==> src/inc/stack_branch_cfg.svh <==
`ifndef STACK_BRANCH_CFG_SVH
`define STACK_BRANCH_CFG_SVH

`define SP_RESET       16'h0000
`define PC_RESET       16'h0000
`define STANDBY_CONTROL_REGISTER_RESET     8'h00
`define PSW_RESET      8'h00
`define STEP_ONE       16'h0001
`define STEP_TWO       16'h0002
`define STEP_THREE     16'h0003
`define STEP_FOUR      16'h0004
`define PSW_CY_BIT     0
`define PSW_AC_BIT     4
`define PSW_Z_BIT      6
`define PSW_RBS_LO     2
`define PSW_RBS_HI     3
`define PSW_IE_BIT     7
`define PSW_FLAG_MASK  8'h51

`endif

==> src/inc/stack_branch_pkg.sv <==
package stack_branch_pkg;

  typedef enum logic [4:0] {
    op_nop,
    op_push_psw,
    op_push_sfr,
    op_push_pair,
    op_pop_psw,
    op_pop_sfr,
    op_pop_pair,
    op_sp_load_imm,
    op_sp_load_acc,
    op_sp_store_acc,
    op_sp_inc,
    op_sp_dec,
    op_jump_abs,
    op_jump_pair,
    op_jump_rel,
    op_jump_carry,
    op_jump_no_carry,
    op_jump_null,
    op_jump_nonnull,
    op_jump_bit_set,
    op_jump_bit_clear,
    op_jump_clear_bit,
    op_loop_reg,
    op_loop_mem,
    op_bank_choose,
    op_int_allow,
    op_int_block,
    op_standby_load
  } op_type;

  typedef struct packed {
    op_type      op;
    logic [2:0]  length;
    logic [15:0] word;
    logic [7:0]  offset;
    logic [7:0]  byte_val;
    logic [2:0]  bit_sel;
    logic [1:0]  bank;
    logic        bit_is_psw;
  } command_type;

  typedef struct packed {
    logic        write;
    logic        read;
    logic [15:0] addr;
    logic [7:0]  wdata;
  } mem_req_type;

  typedef enum logic [1:0] {
    phase_first,
    phase_second,
    phase_finish
  } phase_type;

endpackage

==> src/hdl/jump_target.sv <==
`timescale 1ns/1ps
`include "stack_branch_cfg.svh"

module jump_target (
  // Operands
  input  wire logic [15:0] base_in,
  input  wire logic [2:0]  length_in,
  input  wire logic [7:0]  offset_in,
  input  wire logic        take_in,
  // Result
  output logic      [15:0] target_out
);

  logic [15:0] next_seq;

  always_comb begin
    next_seq   = base_in + {13'h0000, length_in};
    target_out = take_in ? next_seq + {{8{offset_in[7]}}, offset_in} : next_seq;
  end

endmodule // jump_target

==> src/hdl/stack_branch_exec.sv <==
// Behaviour
// - Push status word or special register byte at stack minus one, stack drops one.
// - Push pair: high byte at stack minus one, low minus two, stack drops two.
// - Pop byte from stack, stack rises one; status pop replaces the whole status word.
// - Pop pair: low byte from stack, high from next, stack rises two.
// - Stack pointer loads immediate or accumulator pair, copies out, steps by one.
// - Unconditional jump: absolute, from pair, or relative plus two plus offset.
// - Carry jumps branch relative plus two on carry set or clear.
// - Null jumps branch relative plus two on zero flag set or clear.
// - Bit-set jump: three bytes for most forms, four for special register form.
// - Bit-clear jump: four bytes short-direct and special, three otherwise.
// - Jump-and-clear branches on set bit and clears it; status flags may change.
// - Loop jump decrements count, branches if nonzero; adds two or three.
// - Bank choose writes bank number zero to three into two-bit field.
// - Interrupt allow sets interrupt enable flag.
// - Interrupt block clears interrupt enable flag.
`timescale 1ns/1ps
`include "stack_branch_cfg.svh"

module stack_branch_exec (
  // Clock and reset
  input  wire logic                        clk_in,
  input  wire logic                        rstn_in,
  // Command
  input  wire logic                        cmd_valid_in,
  input  wire stack_branch_pkg::command_type cmd_in,
  output logic                             cmd_ready_out,
  output logic                             done_out,
  // Operands
  input  wire logic [15:0]                 pair_in,
  input  wire logic [15:0]                 acc_pair_in,
  input  wire logic [7:0]                  sfr_in,
  input  wire logic [7:0]                  test_byte_in,
  // Memory port
  output stack_branch_pkg::mem_req_type    mem_out,
  input  wire logic [7:0]                  mem_rdata_in,
  // Results
  output logic [15:0]                      pc_out,
  output logic [15:0]                      sp_out,
  output logic [7:0]                       psw_out,
  output logic [7:0]                       standby_control_register_out,
  output logic [15:0]                      result_word_out,
  output logic [7:0]                       result_byte_out,
  output logic                             pair_write_out,
  output logic                             sfr_write_out,
  output logic                             acc_write_out,
  output logic                             byte_write_out
);

  stack_branch_pkg::command_type cmd;
  stack_branch_pkg::command_type next_cmd;
  stack_branch_pkg::phase_type   phase;
  stack_branch_pkg::phase_type   next_phase;
  stack_branch_pkg::mem_req_type next_mem;
  logic [15:0] sp;
  logic [15:0] next_sp;
  logic [15:0] pc;
  logic [15:0] next_pc;
  logic [7:0]  program_status_word;
  logic [7:0]  next_psw;
  logic [7:0]  standby_control_register;
  logic [7:0]  next_standby_control_register;
  logic [7:0]  low_byte;
  logic [7:0]  next_low_byte;
  logic [15:0] next_word;
  logic [7:0]  next_byte;
  logic        next_pair_wr;
  logic        next_sfr_wr;
  logic        next_acc_wr;
  logic        next_byte_wr;
  logic        next_done;
  logic        busy;
  logic        next_busy;
  logic        take;
  logic        tested;
  logic [7:0]  dec_byte;
  logic [15:0] seq_target;

  function automatic logic [7:0] clear_bit(input logic [7:0] value, input logic [2:0] pos);
    logic [7:0] mask;
    mask = 8'h01 << pos;
    return value & ~mask;
  endfunction

  assign cmd_ready_out = ~busy;
  assign tested        = cmd.bit_is_psw ? program_status_word[cmd.bit_sel] : test_byte_in[cmd.bit_sel];
  assign dec_byte      = test_byte_in - 8'h01;

  always_comb begin
    unique case (cmd.op)
      stack_branch_pkg::op_jump_rel:       take = 1'b1;
      stack_branch_pkg::op_jump_carry:     take = program_status_word[`PSW_CY_BIT];
      stack_branch_pkg::op_jump_no_carry:  take = ~program_status_word[`PSW_CY_BIT];
      stack_branch_pkg::op_jump_null:      take = program_status_word[`PSW_Z_BIT];
      stack_branch_pkg::op_jump_nonnull:   take = ~program_status_word[`PSW_Z_BIT];
      stack_branch_pkg::op_jump_bit_set:   take = tested;
      stack_branch_pkg::op_jump_clear_bit: take = tested;
      stack_branch_pkg::op_jump_bit_clear: take = ~tested;
      stack_branch_pkg::op_loop_reg,
      stack_branch_pkg::op_loop_mem:       take = (dec_byte != 8'h00);
      default:                             take = 1'b0;
    endcase
  end

  // Length from command: 2/3/4 per form
  jump_target u_target (
    .base_in    (pc),
    .length_in  (cmd.length),
    .offset_in  (cmd.offset),
    .take_in    (take),
    .target_out (seq_target)
  );

  always_comb begin
    next_phase    = phase;
    next_cmd      = cmd;
    next_busy     = busy;
    next_mem      = '0;
    next_sp       = sp;
    next_pc       = pc;
    next_psw      = program_status_word;
    next_standby_control_register     = standby_control_register;
    next_low_byte = low_byte;
    next_word     = result_word_out;
    next_byte     = result_byte_out;
    next_pair_wr  = 1'b0;
    next_sfr_wr   = 1'b0;
    next_acc_wr   = 1'b0;
    next_byte_wr  = 1'b0;
    next_done     = 1'b0;
    if (!busy) begin
      if (cmd_valid_in) begin
        next_busy  = 1'b1;
        next_cmd   = cmd_in;
        next_phase = stack_branch_pkg::phase_first;
      end
    end else begin
      unique case (cmd.op)
        stack_branch_pkg::op_push_psw,
        stack_branch_pkg::op_push_sfr: begin
          next_mem.write = 1'b1;
          next_mem.addr  = sp - `STEP_ONE;
          next_mem.wdata = (cmd.op == stack_branch_pkg::op_push_psw) ? program_status_word : sfr_in;
          next_sp        = sp - `STEP_ONE;
          next_phase     = stack_branch_pkg::phase_finish;
        end
        stack_branch_pkg::op_push_pair: begin
          next_mem.write = 1'b1;
          if (phase == stack_branch_pkg::phase_first) begin
            next_mem.addr  = sp - `STEP_ONE;
            next_mem.wdata = pair_in[15:8];
            next_phase     = stack_branch_pkg::phase_second;
          end else begin
            next_mem.addr  = sp - `STEP_TWO;
            next_mem.wdata = pair_in[7:0];
            next_sp        = sp - `STEP_TWO;
            next_phase     = stack_branch_pkg::phase_finish;
          end
        end
        stack_branch_pkg::op_pop_psw,
        stack_branch_pkg::op_pop_sfr: begin
          if (phase == stack_branch_pkg::phase_first) begin
            next_mem.read = 1'b1;
            next_mem.addr = sp;
            next_phase    = stack_branch_pkg::phase_second;
          end else begin
            next_sp = sp + `STEP_ONE;
            if (cmd.op == stack_branch_pkg::op_pop_psw)
              next_psw = mem_rdata_in;
            else begin
              next_byte   = mem_rdata_in;
              next_sfr_wr = 1'b1;
            end
            next_phase = stack_branch_pkg::phase_finish;
          end
        end
        stack_branch_pkg::op_pop_pair: begin
          next_mem.read = (phase != stack_branch_pkg::phase_finish);
          if (phase == stack_branch_pkg::phase_first) begin
            next_mem.addr = sp;
            next_phase    = stack_branch_pkg::phase_second;
          end else if (phase == stack_branch_pkg::phase_second) begin
            next_mem.addr = sp + `STEP_ONE;
            next_low_byte = mem_rdata_in;
            next_phase    = stack_branch_pkg::phase_finish;
          end else begin
            next_word    = {mem_rdata_in, low_byte};
            next_pair_wr = 1'b1;
            next_sp      = sp + `STEP_TWO;
          end
        end
        stack_branch_pkg::op_sp_load_imm:  next_sp = cmd.word;
        stack_branch_pkg::op_sp_load_acc:  next_sp = acc_pair_in;
        stack_branch_pkg::op_sp_store_acc: begin
          next_word   = sp;
          next_acc_wr = 1'b1;
        end
        stack_branch_pkg::op_sp_inc:       next_sp = sp + `STEP_ONE;
        stack_branch_pkg::op_sp_dec:       next_sp = sp - `STEP_ONE;
        stack_branch_pkg::op_jump_clear_bit: begin
          if (tested && cmd.bit_is_psw)
            next_psw = clear_bit(program_status_word, cmd.bit_sel);
          else if (tested) begin
            next_byte    = clear_bit(test_byte_in, cmd.bit_sel);
            next_byte_wr = 1'b1;
          end
        end
        stack_branch_pkg::op_loop_reg,
        stack_branch_pkg::op_loop_mem: begin
          next_byte    = dec_byte;
          next_byte_wr = 1'b1;
        end
        stack_branch_pkg::op_bank_choose:
          next_psw[`PSW_RBS_HI:`PSW_RBS_LO] = cmd.bank;
        stack_branch_pkg::op_int_allow:    next_psw[`PSW_IE_BIT] = 1'b1;
        stack_branch_pkg::op_int_block:    next_psw[`PSW_IE_BIT] = 1'b0;
        stack_branch_pkg::op_standby_load: next_standby_control_register = cmd.byte_val;
        default: ;
      endcase
      // Finish: advance or redirect program counter
      if (next_phase == stack_branch_pkg::phase_finish || phase == stack_branch_pkg::phase_first &&
          next_phase == stack_branch_pkg::phase_first) begin
        unique case (cmd.op)
          stack_branch_pkg::op_jump_abs:  next_pc = cmd.word;
          stack_branch_pkg::op_jump_pair: next_pc = pair_in;
          default:                        next_pc = seq_target;
        endcase
        next_busy = 1'b0;
        next_done = 1'b1;
        if (cmd.op == stack_branch_pkg::op_pop_pair && phase != stack_branch_pkg::phase_finish) begin
          next_busy = 1'b1;
          next_done = 1'b0;
          next_pc   = pc;
        end
      end
    end
  end

  always_ff @(posedge clk_in) begin
    if (!rstn_in) begin
      busy            <= 1'b0;
      phase           <= stack_branch_pkg::phase_first;
      cmd             <= '0;
      sp              <= `SP_RESET;
      pc              <= `PC_RESET;
      program_status_word             <= `PSW_RESET;
      standby_control_register            <= `STANDBY_CONTROL_REGISTER_RESET;
      low_byte        <= 8'h00;
      mem_out         <= '0;
      result_word_out <= 16'h0000;
      result_byte_out <= 8'h00;
      pair_write_out  <= 1'b0;
      sfr_write_out   <= 1'b0;
      acc_write_out   <= 1'b0;
      byte_write_out  <= 1'b0;
      done_out        <= 1'b0;
    end else begin
      busy            <= next_busy;
      phase           <= next_phase;
      cmd             <= next_cmd;
      sp              <= next_sp;
      pc              <= next_pc;
      program_status_word             <= next_psw;
      standby_control_register            <= next_standby_control_register;
      low_byte        <= next_low_byte;
      mem_out         <= next_mem;
      result_word_out <= next_word;
      result_byte_out <= next_byte;
      pair_write_out  <= next_pair_wr;
      sfr_write_out   <= next_sfr_wr;
      acc_write_out   <= next_acc_wr;
      byte_write_out  <= next_byte_wr;
      done_out        <= next_done;
    end
  end

  assign pc_out   = pc;
  assign sp_out   = sp;
  assign psw_out  = program_status_word;
  assign standby_control_register_out = standby_control_register;

endmodule // stack_branch_exec

==> config.mk <==
export PLATFORM = sky130hd
export DESIGN_NAME = stack_branch_exec
export DESIGN_NICKNAME = d
export VERILOG_FILES = /design/src/inc/stack_branch_pkg.sv /design/src/hdl/jump_target.sv /design/src/hdl/stack_branch_exec.sv
export VERILOG_INCLUDE_DIRS = /design/src /design/src/inc
export SDC_FILE = /design/constraint.sdc
export NUM_CORES = 1
export LEC_CHECK = 0
export BUFFER_PORTS_ARGS = -buffer_cell sky130_fd_sc_hd__buf_2
export CORE_ASPECT_RATIO = 1.5
export CORE_MARGIN = 3
export CORE_UTILIZATION = 40
export CTS_CLUSTER_DIAMETER = 60
export DETAILED_ROUTE_END_ITERATION = 12
export SETUP_SLACK_MARGIN = 0.5
export SLEW_MARGIN = 20
export SYNTH_ARGS = -nofsm -noshare
export SYNTH_HDL_FRONTEND = slang
export SYNTH_HIERARCHICAL = 1
export SYNTH_SLANG_ARGS = --single-unit
==> constraint.sdc <==
create_clock -name clk_in -period 7.8 [get_ports clk_in]
set_input_delay 0.78 -clock clk_in [delete_from_list [all_inputs] [get_ports clk_in]]
set_output_delay 0.78 -clock clk_in [all_outputs]
set_load 0.02 [all_outputs]
==> flow_summary.ini, run 1 <==
[worst_setup_path]
crit_required_ps = 8120
regToRegEndpoint = pc_out[15]
r2r_cells = 15
cp_max_fo = 6
critical_path.cell_chain = ha_1 -> fa_1 -> a21oi_1 -> nor2_1 -> and4_2 -> xor2_1 -> ha_1 -> a21oi_1 -> o21ai_0 -> a21oi_1 -> o31ai_1 -> mux2i_1 -> xnor2_1 -> o21ai_0 -> o2bb2ai_2
cpMostUsedCell = a21oi_1
critPathKind = flop to flop
cpPeakStageDelay_ps = 410
critPathLaunchType = flop
endpoint_kind = flop
rr_startpoint = pc_out[0]
cp.arrival_ps = 3980
critPathSlowestCell = fa_1
r2r_slack_ps = 4150

[timing]
tns_ps = 0
setup_viol = 0
skew_ps = 8.28
finalHoldViolCount = 0
setup_ws_ps = 4150
period_minus_slack_ps = 3650
fmaxAchievable_mhz = 274
rsz0062_at_grt = no
tightest_slew_ps = 1010
drv_slew = 0
hold_ws_ps = 457
period_share_pct = 46.8
slew_headroom_pct = 32.8

[routing]
vias = 11500
drt_iter0_drc = 1200
drc = 0
routed_wl_mm = 41.2
ant_nets = 0
post_drt_wl_per_cell_um = 22.1
drt-pass1-iter-count = 6
avgViaCountPerCell = 6.17

[placement]
gp_congestion = 0.928
dp_hpwl_mm = 30.1
pre_cts_slack_ps = 4230
place.port_buffers = 208

[synthesis]
async_flop_share_pct = 0
syn-cell-area_mm2 = 0.0107
synth_nets = 1524
synthTopCellsByCount = nand2_1 (212), dfxtp_1 (160), a21oi_1 (126)
ys_seq_area_share_pct = 29.8
synthXorXnorAreaFrac_pct = 3.50
synth_area_per_cell_um2 = 7.75
ys_types = 98
yosys_warnings = 6
synth-compound-area-share_pct = 27.5
synth_top_family_by_area = compound AO/OA/AOI/OAI gates
synth_ff_type = dfxtp_1
synth_edf_count = 0
synth-adder-area-share_pct = 3.98
synthSimpleGateAreaFrac_pct = 23.8
synth_area_leaders = dfxtp_1 (30%), nand2_1 (7.4%), a21oi_1 (5.9%), mux2i_1 (4.8%), nor2_1 (4.0%)
synthMuxAreaShare_pct = 6.10
synth_top_cell_by_area = dfxtp_1
synth.most_common_cell = nand2_1
yosys_register_bits = 160
synth_top_area_share_pct = 29.8
syn_inst = 1386

[pwr]
p_int_mw = 1.51
seq_power_share_pct = 39.6
switching_share_pct = 34.7
clock_power_share_pct = 35.7
p_leak_nw = 5.02
power_density_mw_per_mm2 = 186
combPwrFrac_pct = 24.7
switching_power_mw = 0.805
irDropWorstVdd_mv = 0.170

[global_route]
use_met2_pct = 49.2
track_usage_pct = 27.4
grt_pass1_vias = 10800
grt_pass1_wl_mm = 62.3
grt_max_degree = 60
busiest_layer = met2
antenna_found_initial = 1
grt_util_met3_pct = 4.66
overflow = 0
grtUsageMet1_pct = 31.5

[hold_path]
worstHoldPathCells = 2
min_to = low_byte[0]
hp-start = low_byte[0]
min_path_type = flop to flop

[cells_and_area]
drive_gt1_share_pct = 20.5
final_util_pct = 47.7
area_delta_synth_final_pct = 15.9
layout.nets = 1656
fillers = 2696

[die]
dieArea_mm2 = 0.0289
rows = 72
die_x_um = 140
die_height_um = 207
start_util_pct = 41.1
ios = 209
core_area_mm2 = 0.0261

[flow_run]
max_cap_viol_count = 0

[clock_tree]
cts_tree = done
cts-root-buf = clkbuf_16
post_cts_resized = 0
htreeDepth = 4
cts_made_buffers = 17
insertion_delay_ps = 440
clock-sinks = 160
post_cts_buffers = 0
hold_buffers = 0
clk_pin_slew_ps = 70
max-clock-path-buffers = 2

[outcome]
outcome = completed
==> area by class of cell <==
class / count / area (um^2) / area share, %
multi-input cells: 1092 / 6990 / 56.1
repair buffers: 227 / 1200 / 9.66
well taps: 333 / 417 / 3.35
inverters: 20 / 75.1 / 0.603
clock inverters: 11 / 109 / 0.874
flip-flops and latches: 160 / 3200 / 25.7
diodes: 1 / 2.50 / 0.0201
clock buffers: 20 / 457 / 3.67
==> power by group through the flow <==
| stage | clock (mW) | sequential, mW | combinational (mW) |
|---|---|---|---|
| final | 0.827 | 0.917 | 0.572 |
| after global routing | 0.872 | 0.922 | 0.619 |
| after CTS | 0.838 | 0.915 | 0.562 |
| after detailed placement | 0 | 0.934 | 0.557 |
| after global placement | 0 | 0.933 | 0.549 |
| after floorplan | 0 | 0.899 | 0.411 |
==> per-stage QoR <==
stage	instance area [um^2]	cells	power, mW
floorplan	10700	1386	1.31
global placement	11900	1831	1.48
detailed placement	11900	1832	1.49
CTS	12500	1863	2.32
global route	12500	1864	2.41
finish	12500	1864	2.32
==> registers in the layout, indices dropped and copies added (netlist names), 2 cells and up <==
name	count
cmd	46
pc_out	16
psw_out	8
phase	2
result_word_out	16
result_byte_out	8
sp_out	16
low_byte	8
standby_control_register_out	8
mem_out	26
==> worst max-delay path by stage <==
stage                   start    endpoint  slack [ps]  cells after the start
finish              pc_out[0]  pc_out[15]        4150                     15
global route        pc_out[0]  pc_out[11]        3960                     14
global placement    pc_out[0]  pc_out[11]        4280                     14
CTS                 pc_out[0]  pc_out[15]        4190                     15
floorplan           pc_out[1]  pc_out[12]        4450                     15
detailed placement  pc_out[0]  pc_out[15]        4230                     15
==> worst max-delay path: cells and delay by family, from the launching register on <==
family | cells | cell delay, ps
AOI/OAI and AO/OA | 7 | 1380
and+or+nand+nor | 2 | 370
adders and majority gates | 3 | 1020
DFF | 1 | 330
muxes | 1 | 140
xor gates and xnor gates | 2 | 290
==> cells in the final DEF (no fill, tap or decap), drive strengths merged, types with 18 or more instances in the layout <==
cell type,netlist,layout
inv,19,20
buf,35,227
nor3,25,25
ha,31,31
nand2,213,213
dfxtp,160,160
xnor2,23,23
o21ai,59,59
a311oi,18,18
o22ai,20,20
nor2,117,117
xor2,20,20
clkbuf,79,20
nand4,18,18
nand3,65,65
mux2i,52,52
a21oi,130,130
==> cells by family after synthesis <==
family,Yosys count
simple gates,532
mux,62
compound gates,422
buf+inv,134
fa+ha+maj,33
flops,160
xor+xnor,43
==> routing by layer <==
layer	vias to the layer above	part of all wire [%]	routed length, um
li1	5379	-	-
met1	5459	38	15600
met2	550	51	21000
met3	114	6.8	2800
met4	0	4.4	1830
met5	-	0	0
Power figures use the tool's default switching activity.
==> run 2: changes to the inputs <==
==> constraint.sdc (replaced) <==
create_clock -name clk_in -period 3.5 [get_ports clk_in]
set_input_delay 0.35 -clock clk_in [delete_from_list [all_inputs] [get_ports clk_in]]
set_output_delay 0.35 -clock clk_in [all_outputs]
set_load 0.02 [all_outputs]
==> flow_summary.ini, run 2 (same netlist as run 1, synthesis figures left out) <==
[outcome]
outcome = completed

[pwr]
combPwrFrac_pct = 24.8
irDropWorstVdd_mv = 0.341
switching_share_pct = 32.9
power_density_mw_per_mm2 = 412
p_int_mw = 3.69
p_leak_nw = 5.39
seq_power_share_pct = 36.9
switching_power_mw = 1.81
clock_power_share_pct = 38.3

[worst_setup_path]
critPathLaunchType = flop
path_buf_inv = 0
endpoint_kind = flop
cpLargestDelayFamily = compound AO/OA/AOI/OAI gates
critPathKind = flop to flop
critPathSlowestCell = fa_2
critical_path.cell_chain = ha_4 -> fa_2 -> a21oi_4 -> nand2b_4 -> xnor2_2 -> ha_1 -> a21o_1 -> a31o_4 -> o211ai_4 -> o21bai_1 -> xnor2_1 -> mux2_4 -> o21ai_2 -> o2bb2ai_2
cp.arrival_ps = 3560
cpPeakStageDelay_ps = 360
crit_required_ps = 3820
cp_max_fo = 4

[timing]
slew_headroom_pct = 49.6
skew_ps = 13.6
rsz0062_at_grt = yes
period_minus_slack_ps = 3240
fmaxAchievable_mhz = 309
drv_slew = 0
tns_ps = 0
setup_viol = 0
period_share_pct = 92.5
finalHoldViolCount = 0
setup_ws_ps = 263
tightest_slew_ps = 751

[flow_run]
max_cap_viol_count = 0

[global_route]
grt_util_met3_pct = 4.47
grt_pass1_wl_mm = 65.1
busiest_layer = met2
overflow = 0
grt_pass1_vias = 11200
grtUsageMet1_pct = 32.9
antenna_found_initial = 2
use_met2_pct = 52.7
track_usage_pct = 28.7
grt_max_degree = 47

[clock_tree]
clk_pin_slew_ps = 60
max-clock-path-buffers = 2
hold_buffers = 0
clock-sinks = 160
htreeDepth = 4
cts_made_buffers = 17
cts-root-buf = clkbuf_16
insertion_delay_ps = 450
cts_tree = done

[placement]
pre_cts_slack_ps = 176
dp_hpwl_mm = 31.5
gp_congestion = 0.987
place_inst = 1866
place.port_buffers = 208

[cells_and_area]
multi_input_comb_area_mm2 = 0.00736
largest_register = cmd
fillers = 2630
seq_area_mm2 = 0.00323
largest_reg_flops = 46
drive_gt1_share_pct = 26.5
mostFrequentLayoutCell = nand2_1
area_delta_synth_final_pct = 24.3
instances_no_fill = 1922
final_cell_mix = nand2_1 (211), buf_2 (208), dfxtp_1 (150), a21oi_1 (120), nor2_1 (113)
layout.nets = 1712
reg_top3 = cmd x46, mem_out x26

[die]
die_x_um = 140
rows = 72
start_util_pct = 41.1
ios = 209
dieArea_mm2 = 0.0289
die_height_um = 207
core_area_mm2 = 0.0261

[routing]
routed_wl_mm = 43.0
post_drt_wl_per_cell_um = 22.4
drt-pass1-iter-count = 5
drc = 0
drt_iter0_drc = 1173
ant_nets = 0
vias = 11700
avgViaCountPerCell = 6.10

[hold_path]
min_path_type = input pin to flop
## run 2: cell types whose count changed in the layout (fill, tap and decap cells not counted), sizes merged
cell | before | now
clkinvlp | 4 | 1
inv | 20 | 22
diode | 1 | 2
buf | 227 | 283
bufinv | 1 | 4
clkbuf | 20 | 22
clkinv | 6 | 3
## run 2: final timing paths
| path | from | end | slack (ps) | cells after the start |
|---|---|---|---|---|
| setup reg to reg | pc_out[0] | pc_out[11] | 260 | 14 |
| setup / recovery | pc_out[0] | pc_out[11] | 260 | 14 |
| hold reg to reg | cmd[8] | cmd[8] | 460 | 2 |
| hold / removal | cmd_in[5] | cmd[5] | 140 | 3 |
## run 2: repair_timing
action / 4_1_cts / 5_1_grt
gates resized for setup: 33 / 29
buffers inserted: 15 / 7
setup endpoints to repair: 12 / 16
pin swaps: 32 / 29
## run 2: power groups by stage
stage / clock [mW] / sequential [mW] / combinational [mW]
2_1_floorplan: 0 / 2.01 / 0.921
3_3_place_gp: 0 / 2.06 / 1.29
3_5_place_dp: 0 / 2.06 / 1.30
4_1_cts: 2.13 / 2.02 / 1.32
5_1_grt: 2.21 / 2.04 / 1.48
6_report: 2.10 / 2.03 / 1.37
## run 2: layout make-up
class / count / area share [%]
repair buffers: 283 / 12.2
multi-input cells: 1092 / 55.1
well taps: 333 / 3.12
clock inverters: 10 / 1.28
flip-flops and latches: 160 / 24.1
inverters: 20 / 0.562
diodes: 2 / 0.0375
clock buffers: 22 / 3.63
## run 2: worst reg2reg max path, stage by stage, from the launching register on
cell and delay (ps):
dfxtp_4 350, ha_4 160, fa_2 360, a21oi_4 200, nand2b_4 160, xnor2_2 120, ha_1 290, a21o_1 230
a31o_4 260, o211ai_4 250, o21bai_1 140, xnor2_1 130, mux2_4 260, o21ai_2 140, o2bb2ai_2 70
## run 2: per-layer routing
| metal | vias to the layer above | wire length, um |
|---|---|---|
| li1 | 5488 | - |
| met5 | - | 0 |
| met4 | 0 | 2110 |
| met1 | 5535 | 15900 |
| met3 | 131 | 2850 |
| met2 | 570 | 22200 |
## run 2: metrics by stage
| step | hold WS [ps] | utilization [%] | power, mW | cell area, um^2 |
|---|---|---|---|---|
| 6_report | 137 | 51.1 | 5.50 | 13400 |
| 5_1_grt | 137 | 51.1 | 5.73 | 13400 |
| 4_1_cts | 122 | 50.3 | 5.48 | 13200 |
| 3_5_place_dp | 448 | 46.7 | 3.36 | 12200 |
| 3_3_place_gp | 443 | 46.7 | 3.35 | 12200 |
| 2_1_floorplan | 436 | - | 2.93 | 10800 |
==> run 3: changes to the inputs <==
--- a/config.mk
+++ b/config.mk
@@ -8,7 +8,7 @@
 export LEC_CHECK = 0
 export BUFFER_PORTS_ARGS = -buffer_cell sky130_fd_sc_hd__buf_2
 export CORE_ASPECT_RATIO = 1.5
-export CORE_MARGIN = 3
+export CORE_MARGIN = 2
 export CORE_UTILIZATION = 40
 export CTS_CLUSTER_DIAMETER = 60
 export DETAILED_ROUTE_END_ITERATION = 12
==> flow_summary.ini, run 3 (same netlist as run 1, synthesis figures left out) <==
[die]
dieArea_mm2 = 0.0282
die_x_um = 138
rows = 73
die_height_um = 205
core_area_mm2 = 0.0265
start_util_pct = 40.6
ios = 209

[worst_setup_path]
rr_startpoint = pc_out[0]
endpoint_kind = flop
cp.arrival_ps = 3470
critPathKind = flop to flop
critPathLaunchType = flop
crit_required_ps = 3830
regToRegEndpoint = pc_out[9]
r2r_cells = 16
critPathSlowestCell = fa_2
cpLargestDelayFamily = compound AO/OA/AOI/OAI gates
cp_max_fo = 3
r2r_slack_ps = 370
critical_path.cell_chain = ha_4 -> fa_2 -> a21oi_4 -> nor2_2 -> nand2_2 -> xnor2_2 -> ha_4 -> a21o_1 -> a31o_4 -> o211ai_4 -> buf_6 -> nand2_2 -> xor2_1 -> mux2_4 -> o21ai_2 -> o2bb2ai_2
path_buf_inv = 1
cpPeakStageDelay_ps = 370

[clock_tree]
htreeDepth = 4
clk_pin_slew_ps = 70
cts_tree = done
max-clock-path-buffers = 2
insertion_delay_ps = 450
cts_made_buffers = 17
clock-sinks = 160
cts-root-buf = clkbuf_16

[timing]
hold_ws_ps = 125
period_share_pct = 89.5
period_minus_slack_ps = 3130
finalHoldViolCount = 0
setup_viol = 0
fmaxAchievable_mhz = 319
rsz0062_at_grt = yes
tightest_slew_ps = 865
drv_slew = 0
slew_headroom_pct = 42.3
skew_ps = 11.8
tns_ps = 0

[hold_path]
min_to = cmd[3]
worstHoldPathCells = 3
min_path_type = input pin to flop
hp-start = cmd_in[3]

[cells_and_area]
layout.nets = 1708
fillers = 2697
mostFrequentLayoutCell = nand2_1
largest_reg_flops = 46
final_util_pct = 50.0
reg_top3 = cmd x46, mem_out x26
drive_gt1_share_pct = 26.4
largest_register = cmd
final_cell_mix = nand2_1 (210), buf_2 (208), dfxtp_1 (150), a21oi_1 (120), nor2_1 (113)
area_delta_synth_final_pct = 23.1
seq_area_mm2 = 0.00323
multi_input_comb_area_mm2 = 0.00734

[routing]
drt_iter0_drc = 1135
avgViaCountPerCell = 6.14
drt-pass1-iter-count = 5
ant_nets = 0
routed_wl_mm = 42.5
drc = 0
vias = 11800
post_drt_wl_per_cell_um = 22.1

[placement]
gp_congestion = 0.993
place.port_buffers = 208
dp_hpwl_mm = 31.2

[outcome]
outcome = completed

[pwr]
p_leak_nw = 5.34
irDropWorstVdd_mv = 0.381
power_density_mw_per_mm2 = 392

[flow_run]
max_cap_viol_count = 0

[global_route]
antenna_found_initial = 4
track_usage_pct = 29.9
grt_pass1_vias = 11200
overflow = 0
grt_pass1_wl_mm = 63.8
grt_max_degree = 40
run 3: changes by cell type in the layout (fill, tap and decap cells not counted), moves of 3 or more:
cell / before / now
ha_2: 5 / 2
clkinvlp_4: 1 / 4
ha_1: 18 / 21
buf_4: 72 / 66
bufinv_16: 4 / 0
run 3: worst max-delay path by stage:
stage / from / to / cells past startpoint
2_1_floorplan: pc_out[0] / pc_out[11] / 15
3_3_place_gp: pc_out[0] / pc_out[15] / 13
3_5_place_dp: pc_out[0] / pc_out[15] / 13
4_1_cts: pc_out[0] / pc_out[9] / 15
5_1_grt: pc_out[1] / pc_out[14] / 15
6_report: pc_out[0] / pc_out[9] / 16
run 3: layer usage:
| layer | share of wire (%) | vias up | wire, um | global-route usage [%] |
|---|---|---|---|---|
| li1 | - | 5486 | - | - |
| met1 | 37 | 5587 | 15900 | 34.3 |
| met2 | 50 | 572 | 21500 | 52.0 |
| met3 | 6.9 | 150 | 2920 | 5.15 |
| met4 | 5.4 | 2 | 2290 | 15.8 |
| met5 | 0.016 | - | 7 | 0 |
run 3: layout make-up:
class	instances	area share, %
Clock inverter	10	0.596
Antenna cell	3	0.0567
Sequential cell	160	24.4
Inverter	20	0.567
Clock buffer	21	3.56
Timing Repair Buffer	279	12.2
Tap cell	337	3.19
Multi-Input combinational cell	1092	55.5
run 3: power breakdown:
group          total, mW  internal, mW  switching [mW]
Combinational       1.37         0.525           0.842
Sequential          2.03          1.89           0.145
Clock               1.79         0.971           0.821
run 3: metrics by stage:
stage	total power [mW]	cells	setup slack (ps)	cell area (um^2)
finish	5.19	1922	366	13200
floorplan	2.93	1386	457	10800
global route	5.40	1922	234	13200
global placement	3.35	1876	191	12300
detailed placement	3.36	1876	176	12300
CTS	5.17	1915	287	13100
run 3: what timing repair did:
action | CTS | global route
hold buffers | 0 | 0
setup endpoints to repair | 12 | 20
setup buffers | 8 | 4
pin swaps | 20 | 23
resized for setup | 33 | 30
run 3: worst min-delay path: stages:
cell	delay, ps
buf_2	90
nand2_1	40
a21oi_1	50
